===== config.mk =====
export PLATFORM = sky130hd
export DESIGN_NAME = dma_flow_control_handshake
export DESIGN_NICKNAME = d
export VERILOG_FILES = /design/src/rtl/dma_flow_pkg.sv /design/src/rtl/dma_sync_bit.sv /design/src/rtl/dma_flow_control_handshake.sv
export SDC_FILE = /design/constraint.sdc
export NUM_CORES = 1
export LEC_CHECK = 0
export BUFFER_PORTS_ARGS = -buffer_cell sky130_fd_sc_hd__buf_2
export CAP_MARGIN = 30
export CORE_ASPECT_RATIO = 1.4
export CORE_MARGIN = 2
export CORE_UTILIZATION = 52
export CTS_CLUSTER_DIAMETER = 150
export CTS_CLUSTER_SIZE = 30
export DETAILED_ROUTE_END_ITERATION = 10
export GPL_ROUTABILITY_DRIVEN = 0
export GPL_TIMING_DRIVEN = 0
export MAX_ROUTING_LAYER = met4
export PLACE_DENSITY = 0.82
export SETUP_SLACK_MARGIN = 0.3
export SKIP_CTS_REPAIR_TIMING = 1
export SLEW_MARGIN = 20
export SYNTH_ARGS = -nofsm -noshare
export SYNTH_HDL_FRONTEND = slang
export SYNTH_SLANG_ARGS = --single-unit

===== constraint.sdc =====
create_clock -name sys_clk -period 1.1 [get_ports sys_clk]
set_input_delay 0.055 -clock sys_clk [delete_from_list [all_inputs] [get_ports sys_clk]]
set_output_delay 0.055 -clock sys_clk [all_outputs]
set_load 0.01 [all_outputs]

===== src/rtl/dma_flow_pkg.sv =====
package dma_flow_pkg;
    // Channel count of the controller
    localparam int NUM_CHANNELS    = 12;
    // Only channel that external hardware may start
    localparam int HW_START_CHAN   = 4;
    // Reset value of the per-channel start mask
    localparam logic [11:0] HW_START_MASK_RST = 12'h010;
    // Synchroniser depth for inputs from another clock domain
    localparam int SYNC_STAGES     = 3;
    // Transfer size encodings
    localparam logic [1:0] SIZE_BYTE  = 2'h0;
    localparam logic [1:0] SIZE_HALF  = 2'h1;
    localparam logic [1:0] SIZE_WORD  = 2'h2;
endpackage


===== src/rtl/dma_sync_bit.sv =====
`timescale 1ns/1ps
module dma_sync_bit (
    input  wire logic sys_clk,  // DMA clock
    input  wire logic rstn,     // Synchronous reset, active low
    input  wire logic async_in, // Level from another domain
    output logic      level_q,  // Filtered level, registered
    output logic      rise      // One-cycle pulse on accepted rise
);
    logic [2:0] stage_q;

    // Three flops; change counts once second and third agree
    always_ff @(posedge sys_clk) begin
        if (!rstn) begin
            stage_q <= 3'h0;
            level_q <= 1'b0;
        end else begin
            stage_q <= {stage_q[1:0], async_in};
            if (stage_q[1] == stage_q[2]) begin
                level_q <= stage_q[2];
            end
        end
    end

    assign rise = (stage_q[1] == stage_q[2]) && stage_q[2] && !level_q;
endmodule // dma_sync_bit


===== src/rtl/dma_flow_control_handshake.sv =====
`timescale 1ns/1ps
module dma_flow_control_handshake
    import dma_flow_pkg::*;
#(
    parameter int          NCH        = NUM_CHANNELS,
    parameter logic [11:0] START_MASK = HW_START_MASK_RST
) (
    input  wire logic           sys_clk,              // DMA clock
    input  wire logic           rstn,                 // Sync reset, low
    input  wire logic           single_xfer_request,  // Slave single req
    input  wire logic           final_xfer_request,   // Slave last req
    input  wire logic           xfer_complete,        // Mover finished item
    output logic                xfer_request,         // Ask mover for item
    output logic                xfer_is_last,         // Item is final one
    output logic                terminal_count_out,   // Last item pulse
    output logic                xfer_done_strobe,     // Item done pulse
    input  wire logic [NCH-1:0] hw_channel_start,     // External start
    input  wire logic [NCH-1:0] channel_finished,     // Channel end pulses
    output logic      [NCH-1:0] channel_start,        // Start pulses
    output logic      [NCH-1:0] hw_channel_start_ack  // Finish ack
);
    typedef enum logic [1:0] {IDLE, BUSY, DONE} flow_state_type;
    flow_state_type state_q, state_d;
    logic           last_q;
    logic [NCH-1:0] start_level;
    logic [NCH-1:0] start_rise;
    logic [NCH-1:0] hw_owned_q;

    // Request seen: the final request takes precedence over single
    wire any_req  = single_xfer_request || final_xfer_request;
    wire take_req = (state_q == IDLE) && any_req;
    wire finish   = (state_q == BUSY) && xfer_complete;

    // Flow state: one request yields one item, then one strobe
    always_comb begin
        state_d = state_q;
        case (state_q)
            IDLE:    if (any_req) state_d = BUSY;
            BUSY:    if (xfer_complete) state_d = DONE;
            // relied on: slave drops request after strobe
            DONE:    state_d = IDLE;
            default: state_d = IDLE;
        endcase
    end

    assign xfer_request = (state_q == BUSY);
    assign xfer_is_last = last_q;

    always_ff @(posedge sys_clk) begin
        if (!rstn) begin
            state_q            <= IDLE;
            last_q             <= 1'b0;
            xfer_done_strobe   <= 1'b0;
            terminal_count_out <= 1'b0;
        end else begin
            state_q <= state_d;
            if (take_req) begin
                last_q <= final_xfer_request;
            end
            xfer_done_strobe   <= finish;
            terminal_count_out <= finish && last_q;
        end
    end

    genvar g;
    generate
        for (g = 0; g < NCH; g++) begin : g_chan
            dma_sync_bit u_sync (
                .sys_clk  (sys_clk),
                .rstn     (rstn),
                .async_in (hw_channel_start[g]),
                .level_q  (start_level[g]),
                .rise     (start_rise[g])
            );
        end
    endgenerate

    assign channel_start = start_rise & START_MASK[NCH-1:0];

    // ack on finish of hardware-started channel
    always_ff @(posedge sys_clk) begin
        if (!rstn) begin
            hw_owned_q           <= '0;
            hw_channel_start_ack <= '0;
        end else begin
            // Start wins over finish in the same cycle
            hw_owned_q <= (hw_owned_q & ~channel_finished) | channel_start;
            // Ack held until the enable is withdrawn; no crossing here
            hw_channel_start_ack <= (hw_channel_start_ack & start_level)
                | (hw_owned_q & channel_finished);
        end
    end

    a_done_after_complete: assert property (@(posedge sys_clk)
        disable iff (!rstn) finish |=> xfer_done_strobe)
        else $error("done strobe missing after completion");
    a_done_single_pulse: assert property (@(posedge sys_clk)
        disable iff (!rstn) xfer_done_strobe |=> !xfer_done_strobe)
        else $error("done strobe longer than one cycle");
    // terminal count only with done strobe
    a_tc_with_done: assert property (@(posedge sys_clk)
        disable iff (!rstn) terminal_count_out |-> xfer_done_strobe)
        else $error("terminal count without done strobe");
    a_start_masked: assert property (@(posedge sys_clk)
        disable iff (!rstn) (channel_start & ~START_MASK[NCH-1:0]) == '0)
        else $error("start on channel without hardware start");
    // ack follows finish of owned channel
    a_ack_on_finish: assert property (@(posedge sys_clk)
        disable iff (!rstn) (hw_owned_q[HW_START_CHAN]
        && channel_finished[HW_START_CHAN])
        |=> hw_channel_start_ack[HW_START_CHAN])
        else $error("ack missing after channel finish");
    // start pulse needs a settled high input
    a_start_synced: assert property (@(posedge sys_clk)
        disable iff (!rstn) channel_start[HW_START_CHAN]
        |-> $past(hw_channel_start[HW_START_CHAN], 2))
        else $error("start acted on unsynchronised input");
    a_reset_clears: assert property (@(posedge sys_clk)
        !rstn |=> !xfer_done_strobe && !terminal_count_out
        && hw_channel_start_ack == '0)
        else $error("reset did not clear outputs");
    // rising start gives one start pulse
    a_start_pulse: assert property (@(posedge sys_clk)
        disable iff (!rstn) channel_start[HW_START_CHAN]
        |=> !channel_start[HW_START_CHAN])
        else $error("start pulse longer than one cycle");

    // Flow handshake: each taken request reaches the mover exactly once,
    // and the strobe only ever follows a cycle in which an item was owed

    a_take_to_mover: assert property (@(posedge sys_clk)
        disable iff (!rstn) take_req |=> xfer_request)
        else $error("taken request not passed to mover");

    // final request marks the item as last
    a_last_latched: assert property (@(posedge sys_clk)
        disable iff (!rstn) (take_req && final_xfer_request)
        |=> xfer_is_last)
        else $error("final request not marked as last");

    // single request leaves the item not last
    a_single_not_last: assert property (@(posedge sys_clk)
        disable iff (!rstn) (take_req && !final_xfer_request)
        |=> !xfer_is_last)
        else $error("single request marked as last");

    // pending item stays pending until the mover ends it
    a_busy_holds: assert property (@(posedge sys_clk)
        disable iff (!rstn) (xfer_request && !xfer_complete)
        |=> xfer_request)
        else $error("pending item dropped before completion");

    // completion ends the request to the mover
    a_request_drops: assert property (@(posedge sys_clk)
        disable iff (!rstn) finish |=> !xfer_request)
        else $error("request to mover stayed after completion");

    // strobe only after a pending item
    a_strobe_after_busy: assert property (@(posedge sys_clk)
        disable iff (!rstn) xfer_done_strobe |-> $past(xfer_request))
        else $error("done strobe without a pending item");

    // terminal count only for the last item
    a_tc_only_last: assert property (@(posedge sys_clk)
        disable iff (!rstn) terminal_count_out |-> $past(xfer_is_last))
        else $error("terminal count on an item that was not last");

    // the cycle after the strobe is idle, ready for a new request
    a_strobe_to_idle: assert property (@(posedge sys_clk)
        disable iff (!rstn) xfer_done_strobe |=> !xfer_request)
        else $error("mover request right after done strobe");

    // Hardware start: ownership and acknowledge on the started channel

    // a start pulse makes the channel hardware owned
    a_owned_after_start: assert property (@(posedge sys_clk)
        disable iff (!rstn) channel_start[HW_START_CHAN]
        |=> hw_owned_q[HW_START_CHAN])
        else $error("started channel not marked as owned");

    // settled level needs the input high three cycles earlier
    a_sync_latency: assert property (@(posedge sys_clk)
        disable iff (!rstn) $rose(start_level[HW_START_CHAN])
        |-> $past(hw_channel_start[HW_START_CHAN], 3))
        else $error("start level rose without settled input");

    // ack only rises after an owned channel finishes
    a_ack_needs_finish: assert property (@(posedge sys_clk)
        disable iff (!rstn) $rose(hw_channel_start_ack[HW_START_CHAN])
        |-> $past(hw_owned_q[HW_START_CHAN]
        && channel_finished[HW_START_CHAN]))
        else $error("ack rose without a finished owned channel");

    // ack stands while the start level stays high
    a_ack_held: assert property (@(posedge sys_clk)
        disable iff (!rstn) (hw_channel_start_ack[HW_START_CHAN]
        && start_level[HW_START_CHAN])
        |=> hw_channel_start_ack[HW_START_CHAN])
        else $error("ack dropped while start still high");

    // ack falls once the start level is withdrawn
    a_ack_released: assert property (@(posedge sys_clk)
        disable iff (!rstn) (!start_level[HW_START_CHAN]
        && !(hw_owned_q[HW_START_CHAN]
        && channel_finished[HW_START_CHAN]))
        |=> !hw_channel_start_ack[HW_START_CHAN])
        else $error("ack stayed after start was withdrawn");

    // reset clears internal state as well as outputs
    a_reset_state: assert property (@(posedge sys_clk)
        !rstn |=> state_q == IDLE && !xfer_is_last
        && hw_owned_q == '0 && start_level == '0)
        else $error("reset did not clear internal state");
endmodule // dma_flow_control_handshake


; ---- Yosys cells after proc, flatten, opt, wreduce, memory -nomap -nowiden
; Cells that the tools add are included.
[totals]
in_bits = 29
word_cells = 63
register_bits = 77
output_inout_bits = 28
[op_classes]
mux = 3
bitwise_logic = 6
n_eq_ne = 15
reduce_logical = 9
[op_table]
columns = op, n
row1 = $and A12 B12 Y12, 3
row2 = $eq A1 B1 Y1, 12
row3 = $not A12 Y12, 1
row4 = $or A12 B12 Y12, 1
row5 = $or A12 B5 Y12, 1
row6 = $logic_and A1 B1 Y1, 5
row7 = $mux W2, 2
row8 = $ne A2 B2 Y1 const B, 2
row9 = $pmux W2 S2, 1
row10 = $eq A2 B1 Y1 const B, 1
row11 = $logic_not A2 Y1, 1
row12 = $reduce_and A2 Y1, 1
row13 = $logic_not A1 Y1, 1
row14 = $logic_or A1 B1 Y1, 1

; ---- Logic depth before layout (Yosys ltp)
[depth]
ltp_word = 4
mapped_depth = 4
ltp_nobuf = 3

; ---- By module
; Synthesis repeated with hierarchy kept, for this count alone.
[unflattened]
cells_unflattened = 234
area_unflattened_um2 = 2602.5
[modules_own_cells]
columns = mod, cells_per_inst, n_inst, seq_area_each_um2, area_each_um2
row1 = dma_sync_bit, 11, 12, 80.1, 133.9
row2 = dma_flow_control_handshake, 102, 1, 580.6, 996.0

; ---- Worst setup path before layout
; OpenSTA, ideal clock, no wires.
[synth_path]
path_kind = flip-flop to flip-flop
startpoint = register g_chan[4].u_sync.stage_q[1]
endpoint = register g_chan[4].u_sync.level_q
stages_incl_launch_ff = 4
setup_time_ns = 0.114
path_slack_ns = 0.214
t_arrival_ns = 0.771
n_path_buf = 0
period_less_slack_ns = 0.886
required_time_ns = 0.986
path_cell_list = dfxtp_1 > ha_1 > mux2i_1 > nor2_1
[synth_via]
elab_chain_len = 1
[synth_rtl]
columns = element, line
row1 = start: declaration, dma_sync_bit.sv:9  ; logic [2:0] stage_q;
row2 = start signal: assignment, dma_sync_bit.sv:17  ; stage_q <= {stage_q[1:0], async_in};
row3 = $eq A1 B1 Y1, dma_sync_bit.sv:18  ; if (stage_q[1] == stage_q[2]) begin
row4 = end signal: assignment, dma_sync_bit.sv:19  ; level_q <= stage_q[2];
row5 = end: declaration, dma_sync_bit.sv:6  ; output logic level_q,
; Every way passes these cells.
; A chain may end at the register's enable or synchronous reset.

; ---- Final worst setup path
[layout_path]
startpoint = register g_chan[4].u_sync.stage_q[1]
endpoint = output channel_start[4]
[layout_via]
elab_chain_len = 3
[layout_rtl]
columns = element, line
row1 = $eq A1 B1 Y1, dma_sync_bit.sv:24  ; assign rise = (stage_q[1] == stage_q[2]) && stage_q[2] && !level_q;
row2 = $logic_and A1 B1 Y1 (2 in a row), dma_sync_bit.sv:24
row3 = end: declaration, dma_flow_control_handshake.sv:19  ; output logic [NCH-1:0] channel_start,
; Every way passes these cells.

==> parameters.txt <==
Parameter                              Value

Routing
  Wire length per cell ... approximately 12 microns
  Post-route ant nets ... 0
  Total Wirelength ... 4790 microns
  Number of vias per cell ... ~4.7
  Drt first-iter violations ... a little under 50
  Number of detailed-route iterations in the first pass ... 4
  Via total after detailed routing ... between 1500 and 2000
  Count of unresolved DRC violations after routing ... 0

Global routing
  Number of antenna violations at the first check in global routing ... 0
  Overall track demand over capacity in global routing ... 0.182
  Number of global-route vias before repair ... ~1600
  Largest net degree at the start of global routing ... 13
  Global-route wire length before repair ... 6640 microns
  Global-route congestion overflow total ... 0

Floorplan
  Die Span Y ... about 85 microns
  Area of the die ... between 0.005 and 0.006 sq mm
  Core Rows ... 29
  Core area ... 0.00450 sq mm
  Die boundary width ... approximately 60 microns
  Initial standard-cell utilization of the core ... 0.536
  Ports placed on the boundary ... 57

Timing
  Final setup violation count ... 1
  Final Cycle Share ... 1.10
  Total Neg Setup Slack ... -0.113 ns
  RSZ-0062 raised after global routing ... true
  Minimum clock period after layout ... 1.21 ns
  PnR worst setup slack ... -0.113 ns
  Final hold slack ... -0.0460 ns
  Worst clock skew on the final layout ... about 0.0049 ns
  Highest Clock Rate ... a little over 0.8 GHz
  Final-report hold violation count ... 1
  Slew Viols, Final ... 0

Synth
  Synth warn ... 0
  Distinct cells, synth ... 22
  Proportion of netlist area held by the largest area contributor ... 0.640
  Post-synthesis area per instance ... about 11 sq um
  Part of the Yosys area used for sequential elements ... 0.640
  Top area cells in the synthesized netlist ... dfxtp_1 (64%), and2_1 (9.6%), buf_4 (4.7%), a22oi_1 (3.7%), nand2_1 (3.0%)
  Synthesized cell area ... between 0.002 and 0.0025 sq mm
  Leading area contributor after synthesis ... dfxtp_1
  Number of flip-flops and latches in the synthesized netlist ... between 70 and 80
  Number of instances in the synthesized netlist ... 225

Final layout
  Area grow syn2layout ... 42.1%
  Commonest non-fill, non-tap cells in the layout ... dfxtp_1 (60), and2_1 (37), buf_2 (31)
  Final core utilization ... 0.761
  Final-stage net count ... 349
  Leading cell type in the layout, fill and taps excluded ... dfxtp_1
  Diodes inserted ... 0
  Layout fillers ... between 300 and 400
  Area of all placed cells without fillers ... roughly 0.0034 sq mm
  Share of cells above drive strength 1 ... 0.340

Worst setup path
  Crit path to ... channel_start[4]
  Startpoint class of the critical path ... register
  Largest fanout of any net on the critical path ... 2
  Worst r2r src ... state_q[0]
  Setup slack, reg-to-reg ... around 0.15 ns
  Cell-by-cell listing of the critical path ... ha_4 -> nor2b_4 -> buf_6 -> buf_6
  Required @ worst endpoint ... 1.04 ns
  Most prevalent standard cell on the critical path ... buf_6
  Crit Reg-Reg Endpoint ... state_q[0]
  Slowest-stage cell, CP ... dfxtp_2
  Startpoint of the most critical setup path ... g_chan[4].u_sync.stage_q[1]
  Signal arrival time at the worst endpoint ... 1.16 ns
  Critical Path Max Stage Delay ... between 0.3 and 0.4 ns
  Sort of element at the end of the critical path ... output pin
  Crit path kind ... register to output pin
  Worst R2R Path Depth ... 3

Power
  Cell-internal power ... between 4000 and 5000 uW
  Leakage dissipation ... approximately 0.0014 uW
  Share of total power in sequential cells ... 0.549
  Net switching power figure ... approximately 1100 uW
  Switching share of power ... 0.213
  Cell area power density ... ~1500 mW/mm^2
  Logic gate share of total power ... 0.071
  PnR Total Power ... 5260 uW
  Worst IR Drop VDD ... around 1.1 mV
  Relative contribution of the clock network to total power ... 0.380

Placement
  HPWL reported at the end of detailed placement ... between 2000 and 3000 microns
  Cell Area, Placed ... between 0.002 and 0.003 sq mm
  Port Buf Inserts ... between 40 and 50

Flow run
  Number of max-cap violations ... 0

Min path
  Worst Hold Class ... primary input to register

Clocking
  Maximum count of clock buffers along a single path ... 2
  Later-pin clock latency in the skew report ... about 0.34 ns
  H-tree depth reported by CTS ... 3
  Clock tree from TritonCTS ... built
  Total number of clock tree sinks ... 77
  Cell at the root of the clock tree ... clkbuf_8
  Num CTS Buffers ... 9
  Clock slew at the register clock pins of the worst setup and hold paths ... 0.07 ns

Run status
  Failing checks ... hold timing, setup timing
  Status ... complete, but fails checks
==> state kept, by name, indices dropped and copies added (netlist names) <==
register / count
hw_owned_q: 12
g_chan.u_sync.level_q: 12
xfer_done_strobe: 1
state_q: 2
hw_channel_start_ack: 12
g_chan.u_sync.stage_q: 36
xfer_is_last: 1
terminal_count_out: 1
==> synth_stat cells, drive strengths merged <==
cell type and count:
dfxtp 77, and2 37, nand2 19, nor2 19
buf 17, a22oi 12, a21oi 11, o21ai 11
nor3b 6, clkbuf 3, nor2b 3, and4b 2
a2111oi 1, conb 1, ha 1, inv 1
mux2i 1, nor3 1, o21a 1, o32ai 1
==> metal layers <==
layer | global-route usage | routed length (microns)
met1 | 0.190 | 1890
met2 | 0.289 | 2440
met3 | 0.0616 | 241
met4 | 0.0986 | 214
met5 | - | 0
==> how the worst min path moves through the flow <==
stage | startpoint | endpoint | depth (start not counted)
2_1_floorplan | channel_finished[0] | hw_owned_q[0] | 1
3_3_place_gp | channel_finished[6] | hw_owned_q[6] | 2
3_5_place_dp | channel_finished[1] | hw_owned_q[1] | 2
4_1_cts | channel_finished[2] | hw_owned_q[2] | 2
5_1_grt | xfer_complete | state_q[0] | 2
6_report | xfer_complete | state_q[0] | 2
==> power by group through the flow <==
stage               combinational, uW  sequential (uW)  clock (uW)
CTS                               242             2890        2040
global placement                  236             2950           0
floorplan                         145             2940           0
detailed placement                241             2950           0
finish                            375             2890        2000
global route                      408             2890        2180
==> through the flow <==
step	std cells	setup WS (ns)
2_1_floorplan	235	0.215
5_1_grt	386	-0.163
4_1_cts	358	-0.193
3_3_place_gp	342	0.195
3_5_place_dp	342	0.163
6_report	386	-0.113
==> worst max-delay path: cells and delay by family, from the launching register on <==
kind	cells	cell delay [ns]
buf+inv	2	0.22
fa+ha+maj	1	0.14
simple gates	1	0.12
flops	1	0.34
==> logic make-up after synthesis <==
group           after synthesis  share of synthesized area
simple gates                 87                      0.192
flops                        77                      0.640
compound gates               37                     0.0961
buf+inv                      21                     0.0613
mux                           1                    0.00415
fa+ha+maj                     1                    0.00519
other cells                   1                    0.00156
==> area by class of cell <==
| cell class | instances | area [sq um] | share of cell area |
|---|---|---|---|
| Sequential cell | 77 | 1570 | 0.458 |
| Multi-Input combinational cell | 137 | 827 | 0.242 |
| Timing Repair Buffer | 73 | 602 | 0.176 |
| Clock buffer | 14 | 183 | 0.0534 |
| Buffer | 20 | 148 | 0.0431 |
| Tap cell | 62 | 77.6 | 0.0227 |
| Clock inverter | 2 | 15.0 | 0.00439 |
| Inverter | 1 | 3.75 | 0.00110 |
Note: power is estimated with default switching activity, not from simulation.
